===== config.mk =====
export PLATFORM = sky130hd
export DESIGN_NAME = srl_loader
export DESIGN_NICKNAME = d
export VERILOG_FILES = /design/src/rtl/srl_sync3.v /design/src/rtl/srl_loader.v
export VERILOG_INCLUDE_DIRS = /design/src /design/src/rtl
export SDC_FILE = /design/constraint.sdc
export NUM_CORES = 1
export LEC_CHECK = 0
export ABC_AREA = 1
export BUFFER_PORTS_ARGS = -buffer_cell sky130_fd_sc_hd__buf_2
export CORE_MARGIN = 3
export CORE_UTILIZATION = 45
export DETAILED_ROUTE_END_ITERATION = 16
export GPL_ROUTABILITY_DRIVEN = 0
export MAX_ROUTING_LAYER = met4
export PLACE_DENSITY = 0.67
export SYNTH_ARGS = -nofsm -noshare
export SYNTH_HDL_FRONTEND = slang
export SYNTH_SLANG_ARGS = --single-unit

===== constraint.sdc =====
create_clock -name pclk -period 2.45 [get_ports pclk]
set_input_delay 0.49 -clock pclk [delete_from_list [all_inputs] [get_ports pclk]]
set_output_delay 0.49 -clock pclk [all_outputs]
set_load 0.005 [all_outputs]

===== src/rtl/srl_defines.vh =====
`ifndef SRL_DEFINES_VH
`define SRL_DEFINES_VH

// =====================================================
// Register map (word aligned byte addresses)
`define SRL_ADDR_CTRL 12'h000
`define SRL_ADDR_STAT 12'h004
`define SRL_ADDR_CFG 12'h008
`define SRL_ADDR_W 12

// =====================================================
// Control register fields
`define SRL_CTRL_TX 0
`define SRL_CTRL_LIBMODE 1
// Status register fields
`define SRL_STAT_RX 0
`define SRL_STAT_DONE 1
`define SRL_STAT_TRAP 2
`define SRL_STAT_LOADING 3
`define SRL_STAT_EMPTY 4

// =====================================================
// Shift clock periods in core cycles
`define SRL_PERIOD_NORM 256
`define SRL_PERIOD_FAST 16
`define SRL_DIV_W 8
`define SRL_HALF_NORM 8'h80
`define SRL_HALF_FAST 8'h08

// =====================================================
// Load sequencer states
`define SRL_ST_IDLE 2'h0
`define SRL_ST_LOAD 2'h1
`define SRL_ST_DONE 2'h2
`define SRL_ST_W 2

`define SRL_ZERO32 32'h0000_0000

`endif


===== src/rtl/srl_sync3.v =====
`timescale 1ns/100ps
`include "srl_defines.vh"

// =====================================================
// Three flop synchroniser; a change counts when the last two agree
module srl_sync3 (
   input wire clk,
   input wire rst_n,
   input wire din,
   output reg dout
);
   reg s1_r;
   reg s2_r;
   reg s3_r;

   always @(posedge clk or negedge rst_n) begin
      if (!rst_n) begin
         s1_r <= 1'b0;
         s2_r <= 1'b0;
         s3_r <= 1'b0;
         dout <= 1'b0;
      end else begin
         s1_r <= din;
         s2_r <= s1_r;
         s3_r <= s2_r;
         if (s2_r == s3_r) begin
            dout <= s3_r;
         end
      end
   end
endmodule // srl_sync3


===== src/rtl/srl_loader.v =====
// Our own choices: the register addresses and the APB register port.
`timescale 1ns/100ps
`include "srl_defines.vh"

// Behaviour
// - Enable low for whole cache fill
// - Enable high and held after load
// - One enable is ROM output enable and reset
// - Each rising shift clock edge captures data bit
// - Normal shift clock period 256 cycles
// - Fast flag gives 16 cycle period
// - Every cache data and tag bit loaded serially
// - After load pins become software UART
// - After load clock pin follows transmit bit
// - Transmit bit resets to zero, software writable
// - Transmit appears only after write retires
// - Receive bit mirrors input, transitions trap
// - Library mode blocks all interrupts
// - Shift clock has 50 percent duty
// - Cache filled low to high addresses
// - Zero fetch count loads no lines
module srl_loader #(
   parameter ADDR_W = 10,
   parameter LINE_W = 32,
   parameter COUNT_W = 10
) (
   input wire pclk,
   input wire presetn,
   input wire psel,
   input wire penable,
   input wire pwrite,
   input wire [11:0] paddr,
   input wire [31:0] pwdata,
   output reg [31:0] prdata,
   output wire pready,
   output wire pslverr,
   input wire fast_load_flag,
   input wire rom_serial_in,
   output reg rom_enable_n,
   output reg rom_shift_clock,
   input wire privileged_reg_write,
   input wire privileged_library_mode,
   output reg core_reset_n,
   output reg trap_req,
   output reg cache_we,
   output reg [ADDR_W-1:0] cache_addr,
   output reg [LINE_W-1:0] cache_wdata
);

   // =====================================================
   // Registers
   reg [`SRL_ST_W-1:0] state_r;
   reg [`SRL_ST_W-1:0] state_nxt;
   reg [`SRL_DIV_W-1:0] div_r;
   reg [COUNT_W-1:0] count_r;
   reg count_done_r;
   reg [COUNT_W-1:0] cnt_bits_r;
   reg [LINE_W-1:0] shift_r;
   reg [7:0] bit_idx_r;
   reg [COUNT_W-1:0] lines_left_r;
   reg tx_pend_r;
   reg serial_tx_bit_r;
   reg lib_mode_r;
   reg rx_prev_r;
   reg trap_sticky_r;
   reg empty_r;
   wire serial_rx_bit;
   wire [`SRL_DIV_W-1:0] half;
   wire shift_edge;
   wire wr_en;
   wire rd_en;

   assign pready = 1'b1;
   assign wr_en = psel & penable & pwrite;
   assign rd_en = psel & ~penable & ~pwrite;

   // =====================================================
   // Input synchroniser
   // synchronised receive input
   srl_sync3 u_sync (
      .clk(pclk),
      .rst_n(presetn),
      .din(rom_serial_in),
      .dout(serial_rx_bit)
   );

   // =====================================================
   // Shift clock divider
   // normal or fast half period
   assign half = fast_load_flag ? `SRL_HALF_FAST : `SRL_HALF_NORM;
   assign shift_edge = (state_r == `SRL_ST_LOAD) && (div_r == half - 8'h01);

   function is_mapped;
      input [`SRL_ADDR_W-1:0] a;
      begin
         is_mapped = (a == `SRL_ADDR_CTRL) || (a == `SRL_ADDR_STAT) ||
            (a == `SRL_ADDR_CFG);
      end
   endfunction

   assign pslverr = psel & penable & ~is_mapped(paddr);

   // =====================================================
   // Capture helpers
   wire rise_edge;
   wire fall_edge;
   wire count_last;
   wire trap_clear;
   wire [COUNT_W-1:0] count_in;
   wire [LINE_W-1:0] line_in;

   function [COUNT_W-1:0] push_count;
      input [COUNT_W-1:0] cur;
      input b;
      begin
         push_count = {b, cur[COUNT_W-1:1]};
      end
   endfunction

   function [LINE_W-1:0] push_line;
      input [LINE_W-1:0] cur;
      input b;
      begin
         push_line = {b, cur[LINE_W-1:1]};
      end
   endfunction

   // Capture on the rising half so the synchronised bit had a full half period to settle
   assign rise_edge = shift_edge && !rom_shift_clock;
   assign fall_edge = shift_edge && rom_shift_clock;
   assign count_last = rise_edge && !count_done_r && (cnt_bits_r == COUNT_W - 1);
   assign trap_clear = wr_en && (paddr == `SRL_ADDR_STAT) && pwdata[`SRL_STAT_TRAP];
   // Load data shares the receive synchroniser; the pin is asynchronous to pclk
   assign count_in = push_count(count_r, serial_rx_bit);
   assign line_in = push_line(shift_r, serial_rx_bit);

   // =====================================================
   // Sequencer
   always @* begin
      state_nxt = state_r;
      case (state_r)
         `SRL_ST_IDLE: begin
            state_nxt = `SRL_ST_LOAD;
         end
         `SRL_ST_LOAD: begin
            if (count_done_r && (cnt_bits_r == {COUNT_W{1'b0}})) begin
               state_nxt = `SRL_ST_DONE;
            end else if (count_done_r && fall_edge &&
                  (lines_left_r == {COUNT_W{1'b0}})) begin
               // Finish on the falling edge after the last capture
               state_nxt = `SRL_ST_DONE;
            end
         end
         `SRL_ST_DONE: begin
            state_nxt = `SRL_ST_DONE;
         end
         default: begin
            state_nxt = `SRL_ST_IDLE;
         end
      endcase
   end

   // =====================================================
   // State and pin enables
   always @(posedge pclk or negedge presetn) begin
      if (!presetn) begin
         state_r <= `SRL_ST_IDLE;
         rom_enable_n <= 1'b1;
         core_reset_n <= 1'b0;
      end else begin
         state_r <= state_nxt;
         rom_enable_n <= (state_nxt != `SRL_ST_LOAD);
         core_reset_n <= (state_nxt == `SRL_ST_DONE);
      end
   end

   // =====================================================
   // Shift clock pin
   always @(posedge pclk or negedge presetn) begin
      if (!presetn) begin
         div_r <= 8'h00;
         rom_shift_clock <= 1'b0;
      end else begin
         if (state_nxt == `SRL_ST_DONE) begin
            // clock pin follows transmit bit
            // Handed over in the same cycle, so core release never sees a high clock
            div_r <= 8'h00;
            rom_shift_clock <= serial_tx_bit_r;
         end else if (state_r == `SRL_ST_LOAD) begin
            if (div_r == half - 8'h01) begin
               div_r <= 8'h00;
               rom_shift_clock <= ~rom_shift_clock;
            end else begin
               div_r <= div_r + 8'h01;
            end
         end
      end
   end

   // =====================================================
   // Fetch count capture
   always @(posedge pclk or negedge presetn) begin
      if (!presetn) begin
         count_r <= {COUNT_W{1'b0}};
         count_done_r <= 1'b0;
         cnt_bits_r <= {COUNT_W{1'b0}};
         empty_r <= 1'b0;
      end else begin
         if (rise_edge && !count_done_r) begin
            count_r <= count_in;
            cnt_bits_r <= cnt_bits_r + {{(COUNT_W-1){1'b0}}, 1'b1};
            if (count_last) begin
               // Bit counter is reused to hold the count once it is complete
               count_done_r <= 1'b1;
               cnt_bits_r <= count_in;
               empty_r <= (count_in == {COUNT_W{1'b0}});
            end
         end
      end
   end

   // =====================================================
   // Line assembly
   always @(posedge pclk or negedge presetn) begin
      if (!presetn) begin
         shift_r <= {LINE_W{1'b0}};
         bit_idx_r <= 8'h00;
         lines_left_r <= {COUNT_W{1'b0}};
         cache_we <= 1'b0;
         cache_wdata <= {LINE_W{1'b0}};
      end else begin
         cache_we <= 1'b0;
         if (count_last) begin
            lines_left_r <= count_in;
         end
         if (rise_edge && count_done_r) begin
            // every bit from the serial stream
            shift_r <= line_in;
            if (bit_idx_r == LINE_W - 1) begin
               bit_idx_r <= 8'h00;
               cache_we <= 1'b1;
               cache_wdata <= line_in;
               lines_left_r <= lines_left_r - {{(COUNT_W-1){1'b0}}, 1'b1};
            end else begin
               bit_idx_r <= bit_idx_r + 8'h01;
            end
         end
      end
   end

   // =====================================================
   // Fill address
   always @(posedge pclk or negedge presetn) begin
      if (!presetn) begin
         cache_addr <= {ADDR_W{1'b0}};
      end else begin
         if (cache_we) begin
            cache_addr <= cache_addr + {{(ADDR_W-1){1'b0}}, 1'b1};
         end
      end
   end

   // =====================================================
   // Transmit control
   always @(posedge pclk or negedge presetn) begin
      if (!presetn) begin
         serial_tx_bit_r <= 1'b0;
         tx_pend_r <= 1'b0;
         lib_mode_r <= 1'b0;
      end else begin
         if (wr_en && paddr == `SRL_ADDR_CTRL) begin
            tx_pend_r <= pwdata[`SRL_CTRL_TX];
            lib_mode_r <= pwdata[`SRL_CTRL_LIBMODE];
         end
         if (privileged_reg_write) begin
            serial_tx_bit_r <= tx_pend_r;
         end
      end
   end

   // =====================================================
   // Receive transition trap
   always @(posedge pclk or negedge presetn) begin
      if (!presetn) begin
         rx_prev_r <= 1'b0;
         trap_req <= 1'b0;
         trap_sticky_r <= 1'b0;
      end else begin
         trap_req <= 1'b0;
         rx_prev_r <= serial_rx_bit;
         // blocked in library mode
         // A new transition wins over a clear in the same cycle
         if ((state_r == `SRL_ST_DONE) && (serial_rx_bit != rx_prev_r) &&
               !privileged_library_mode && !lib_mode_r) begin
            trap_req <= 1'b1;
            trap_sticky_r <= 1'b1;
         end else if (trap_clear) begin
            trap_sticky_r <= 1'b0;
         end
      end
   end

   // =====================================================
   // Read data, loaded in the setup cycle
   always @(posedge pclk or negedge presetn) begin
      if (!presetn) begin
         prdata <= `SRL_ZERO32;
      end else begin
         if (rd_en) begin
            prdata <= `SRL_ZERO32;
            case (paddr)
               `SRL_ADDR_CTRL: begin
                  prdata[`SRL_CTRL_TX] <= serial_tx_bit_r;
                  prdata[`SRL_CTRL_LIBMODE] <= lib_mode_r;
               end
               `SRL_ADDR_STAT: begin
                  prdata[`SRL_STAT_RX] <= serial_rx_bit;
                  prdata[`SRL_STAT_DONE] <= (state_r == `SRL_ST_DONE);
                  prdata[`SRL_STAT_TRAP] <= trap_sticky_r;
                  prdata[`SRL_STAT_LOADING] <= (state_r == `SRL_ST_LOAD);
                  prdata[`SRL_STAT_EMPTY] <= empty_r;
               end
               `SRL_ADDR_CFG: begin
                  prdata[COUNT_W-1:0] <= count_r;
               end
               default: begin
                  prdata <= `SRL_ZERO32;
               end
            endcase
         end
      end
   end
endmodule // srl_loader


Yosys cells after proc, flatten, opt, wreduce, memory -nomap -nowiden
Cells that the tools add are included.
Storage, ports and cells
  bits in registers: 148
  word-level logic and storage cells: 107
  input port bits: 53
  output and inout port bits: 81
Cells by class
  bitwise operators: 9
  equality and inequality tests: 11
  muxes and demuxes: 23
  reduce and logical (&&, ||, !) cells: 32
  add/subtract/negate cells: 6
Operators by type and width (number)
  $mux W10: 4
  $mux W8: 5
  $logic_not A10 Y1: 3
  $add A10 B1 Y10 const B: 2
  $add A8 B1 Y8 const B: 2
  $logic_and A1 B1 Y1: 15
  $eq A12 B3 Y1 const B: 1
  $eq A12 B4 Y1 const B: 1
  $logic_not A12 Y1: 1
  $pmux W2 S3: 2
  $eq A10 B4 Y1 const B: 1
  $sub A10 B1 Y10 const B: 1
  $eq A8 B5 Y1 const B: 1
  $eq A8 B8 Y1: 1
  $mux W1: 8
  $sub A8 B1 Y8 const B: 1
  $pmux W3 S2: 1
  $reduce_and A2 Y1: 3
  $reduce_bool A2 Y1: 3
  $and A1 B1 Y1: 5
  $mux W5: 1
  $eq A2 B2 Y1 const B: 2
  $logic_not A1 Y1: 4
  $mux W2: 2
  other kinds (7): 11

Depth between registers and ports, before layout
  word-level depth: 13
  gate-level depth with buffers: 12

Hierarchy
A second synthesis with hierarchy kept.
Unflattened totals
  cells, all modules: 784
  area, all modules: 6906.6 um2
Modules (own cells, without submodules)
  srl_loader: instances 1, cells an instance 776, area each 6790.3 um2
  srl_sync3: instances 1, cells an instance 8, area each 116.4 um2

Least setup slack after synthesis
No wires, ideal clock.
  path type: input-to-output
  from: input paddr[1]
  to: output pslverr
  slack: 532 ps
  data arrival time: 1428 ps
  required time: 1960 ps
  stages: 6
  cell sequence: or2_2 nor3_2 nand2_1 and3_1 nand3_1 inv_1
On the way
  word-level cells in the longest chain between the ends: 5
Ends and longest elaborated chain
  start: declaration: line srl_loader.v:32  | input wire [11:0] paddr,
  $eq A12 B3 Y1 / $logic_not A12 Y1 (equally long branches)
  $logic_or A1 B1 Y1: line srl_loader.v:96  | is_mapped = (a == `SRL_ADDR_CTRL) || (a == `SRL_ADDR_STAT) ||
  $logic_or A1 B1 Y1 (*): line srl_loader.v:96
  $not A1 Y1 (*): line srl_loader.v:101  | assign pslverr = psel & penable & ~is_mapped(paddr);
  $and A1 B1 Y1 (*): line srl_loader.v:101
  end: declaration: line srl_loader.v:36  | output wire pslverr,
Mark *: on every way between the ends. The rest lies on a longest branch, timed or not.

Final worst setup path
  from: input paddr[11]
  to: output pslverr
Same word-level chain as after synthesis.

==> impl_results.md <==
- Status: complete, no violations
- Asr flop ratio synth: 100%
- First-pass GRT wire length: about 24,000 um
- Cell taking the most area after synthesis: dfrtp_1
- Pleak: approximately 4.0 nW
- Mapped cell area: 6870 um2
- Clock slew at reported path FFs: 60 ps
- Post-layout util: 53.9%
- Post-synth EDFFs: 0
- #FFs+latches synth: around 150
- Largest net degree at the start of global routing: 69
- Worst setup SP type: input port
- Syn Inst Count: 779
- Final wirelength: 13,500 um
- Initial antenna violation count: 0
- Drt drc: 0
- Netlist cell types: 41
- TritonRoute pass-1 iters: 5
- Area growth syn-to-layout: 15.7%
- Critical path data required time: 1960 ps
- Worst-path fanout max: 7
- GRT Resource Usage Total: 17.9%
- TritonCTS clock tree: done
- Worst hold path class: in2async
- CTS max path bufs: 2
- Port Buf Inserts: 81
- CTS sink count: 147
- Number of routed nets with antenna violations: 0
- # setup viols final: 0
- Hold_buf cts: 0
- H-tree levels: 4
- Starting density of the core: 46.6%
- Avg Inst Size Synth: 8.82 um2
- Synth top area cells: dfrtp_1, nand2_1, inv_1, o21ai_1, nand3_1
- Cts repair resizes: 0
- Max-Slew Margin vs Limit: 64.1%
- Final total power: 5.13 mW
- Commonest cells after routing, fill and taps aside: nand2_1, dfrtp_1, inv_1, buf_2, o21ai_1
- Min cycle time layout: between 2000 and 2500 ps
- VDD IR-drop max: 0.427 mV
- CP endpoint kind: output pin
- Core area: 14,800 um2
- CP arrival: 1660 ps
- Share of layout cells above drive strength 1: ~17%
- Vias: 5,129
- Top-Level Pins: ~130
- Worst Tran Pin Value: between 500 and 600 ps
- Postcts setup bufs: 0
- Clk_skew: 19.4 ps
- Final TNS setup: 0 ps
- Final Cycle Share: 87.8%
- Clock root cell: clkbuf_16
- Top cell type's share of synthesized area: 53.2%
- Diode count: 0
- Maxcap violations: 0
- Area of the die: 16,800 um2
- Final hold violation count: 0
- Sequential fraction of the synthesis area: 53.5%
- Total CTS buffers: 17
- First-iteration detailed-routing DRC count: 264
- Die W: roughly 130 um
- Ys flop type: dfrtp_1
- Pwr Density: 645 nW/um2
- Peak Freq: 0.465 GHz
- Die Ht: around 130 um
- HPWL after detailed placement: ~9300 um
- Number of global-route vias before repair: between 4k and 5k
- Max-slew violations: 0
- Yosys warning count: 0
- Row count: 44
- Drt wl/cell: 12.7 um
- Kind of critical path: in2out
- RSZ-0062 raised after global routing: false
- Worst skew pair latency: 420 ps
- Gr ovfl total: 0
- Post-layout nets: just over 900
- Commonest non-fill, non-tap cell in the layout: nand2_1
- Via/cell ratio: 4.85
==> flip-flops by register name, summed over array words and instances, names as in the netlist, 2 cells and up <==
register      cells
div_r             8
cache_addr       10
state_r           2
shift_r          31
bit_idx_r         8
lines_left_r     10
prdata           10
cache_wdata      32
count_r          10
cnt_bits_r       10
==> final timing paths <==
path	start	end	slack (ps)	cells after the start
min in group pclk	rom_serial_in	u_sync.s1_r$_DFF_PN0_	180	1
setup / recovery	paddr[11]	pslverr	300	9
max in group asynchronous	presetn	rom_enable_n$_DFF_PN1_	1720	2
hold reg to reg	u_sync.s1_r$_DFF_PN0_	u_sync.s2_r$_DFF_PN0_	350	0
hold / removal	presetn	prdata[1]$_DFFE_PN0P_	30	1
setup reg to reg	div_r[0]$_DFFE_PN0P_	lines_left_r[7]$_DFF_PN0_	330	10
==> cells by family after synthesis <==
family	synth area share (%)
AND/OR/NAND/NOR	21.7
buffers and inverters	10.6
flip-flops	53.5
AO/OA/AOI/OAI	7.81
XOR/XNOR	3.82
adder cells (fa/ha/maj)	1.60
multiplexers	0.819
other	0.109
==> critical path: stages <==
cell and delay, ps:
buf_2 90, nor2_1 90, nand2_1 50, nor2_1 350
nand2_1 160, and3_1 200, nand3_1 70, inv_1 40
buf_2 110
==> metal layers <==
metal / routed length, um / vias to the layer above / global-route usage [%]
met2: 6410 / 94 / 27.2
li1: - / 2602 / -
met4: 132 / 0 / 4.89
met1: 6350 / 2423 / 23.9
met3: 566 / 10 / 5.03
met5: 0 / - / -
==> cell usage after synthesis, types with 2 or more instances <==
cell,number
nand3_1,51
o211ai_1,3
nor2_1,51
dfrtp_1,146
o31ai_1,3
o21ai_1,52
xor2_1,23
inv_2,3
o21ai_0,36
buf_2,7
buf_6,8
a21oi_1,3
xnor2_1,7
ha_1,8
inv_1,98
mux2_2,5
buf_4,26
o22ai_1,2
nor4_1,3
conb_1,2
nand3b_1,2
nand3_2,3
nor3b_1,2
clkbuf_1,6
nand2_2,3
nand2_1,187
or2_2,3
nand4_1,13
nor2_4,4
nor3_1,8
==> metrics by stage <==
step                hold WS, ps  area, um2  instances  worst slack (ps)
floorplan                   194       6950        800               532
global placement            333       7360       1026               296
detailed placement          336       7360       1026               301
CTS                        46.7       7950       1058               307
global route               52.3       7950       1058              59.0
finish                     34.2       7950       1058               300
==> area by class of cell <==
type	instances	area [um2]
Inverter	102	384
Timing Repair Buffer	89	522
Clock inverter	13	150
Tap cell	184	230
Multi-Input combinational cell	504	2540
Sequential cell	147	3680
Fill cell	1333	6800
Clock buffer	19	443
==> power by group <==
| group | internal, mW | switching [mW] |
|---|---|---|
| clock | 1.54 | 1.04 |
| sequential | 2.44 | 0.00612 |
| combinational | 0.0320 | 0.0795 |
Power figures use the tool's default switching activity.
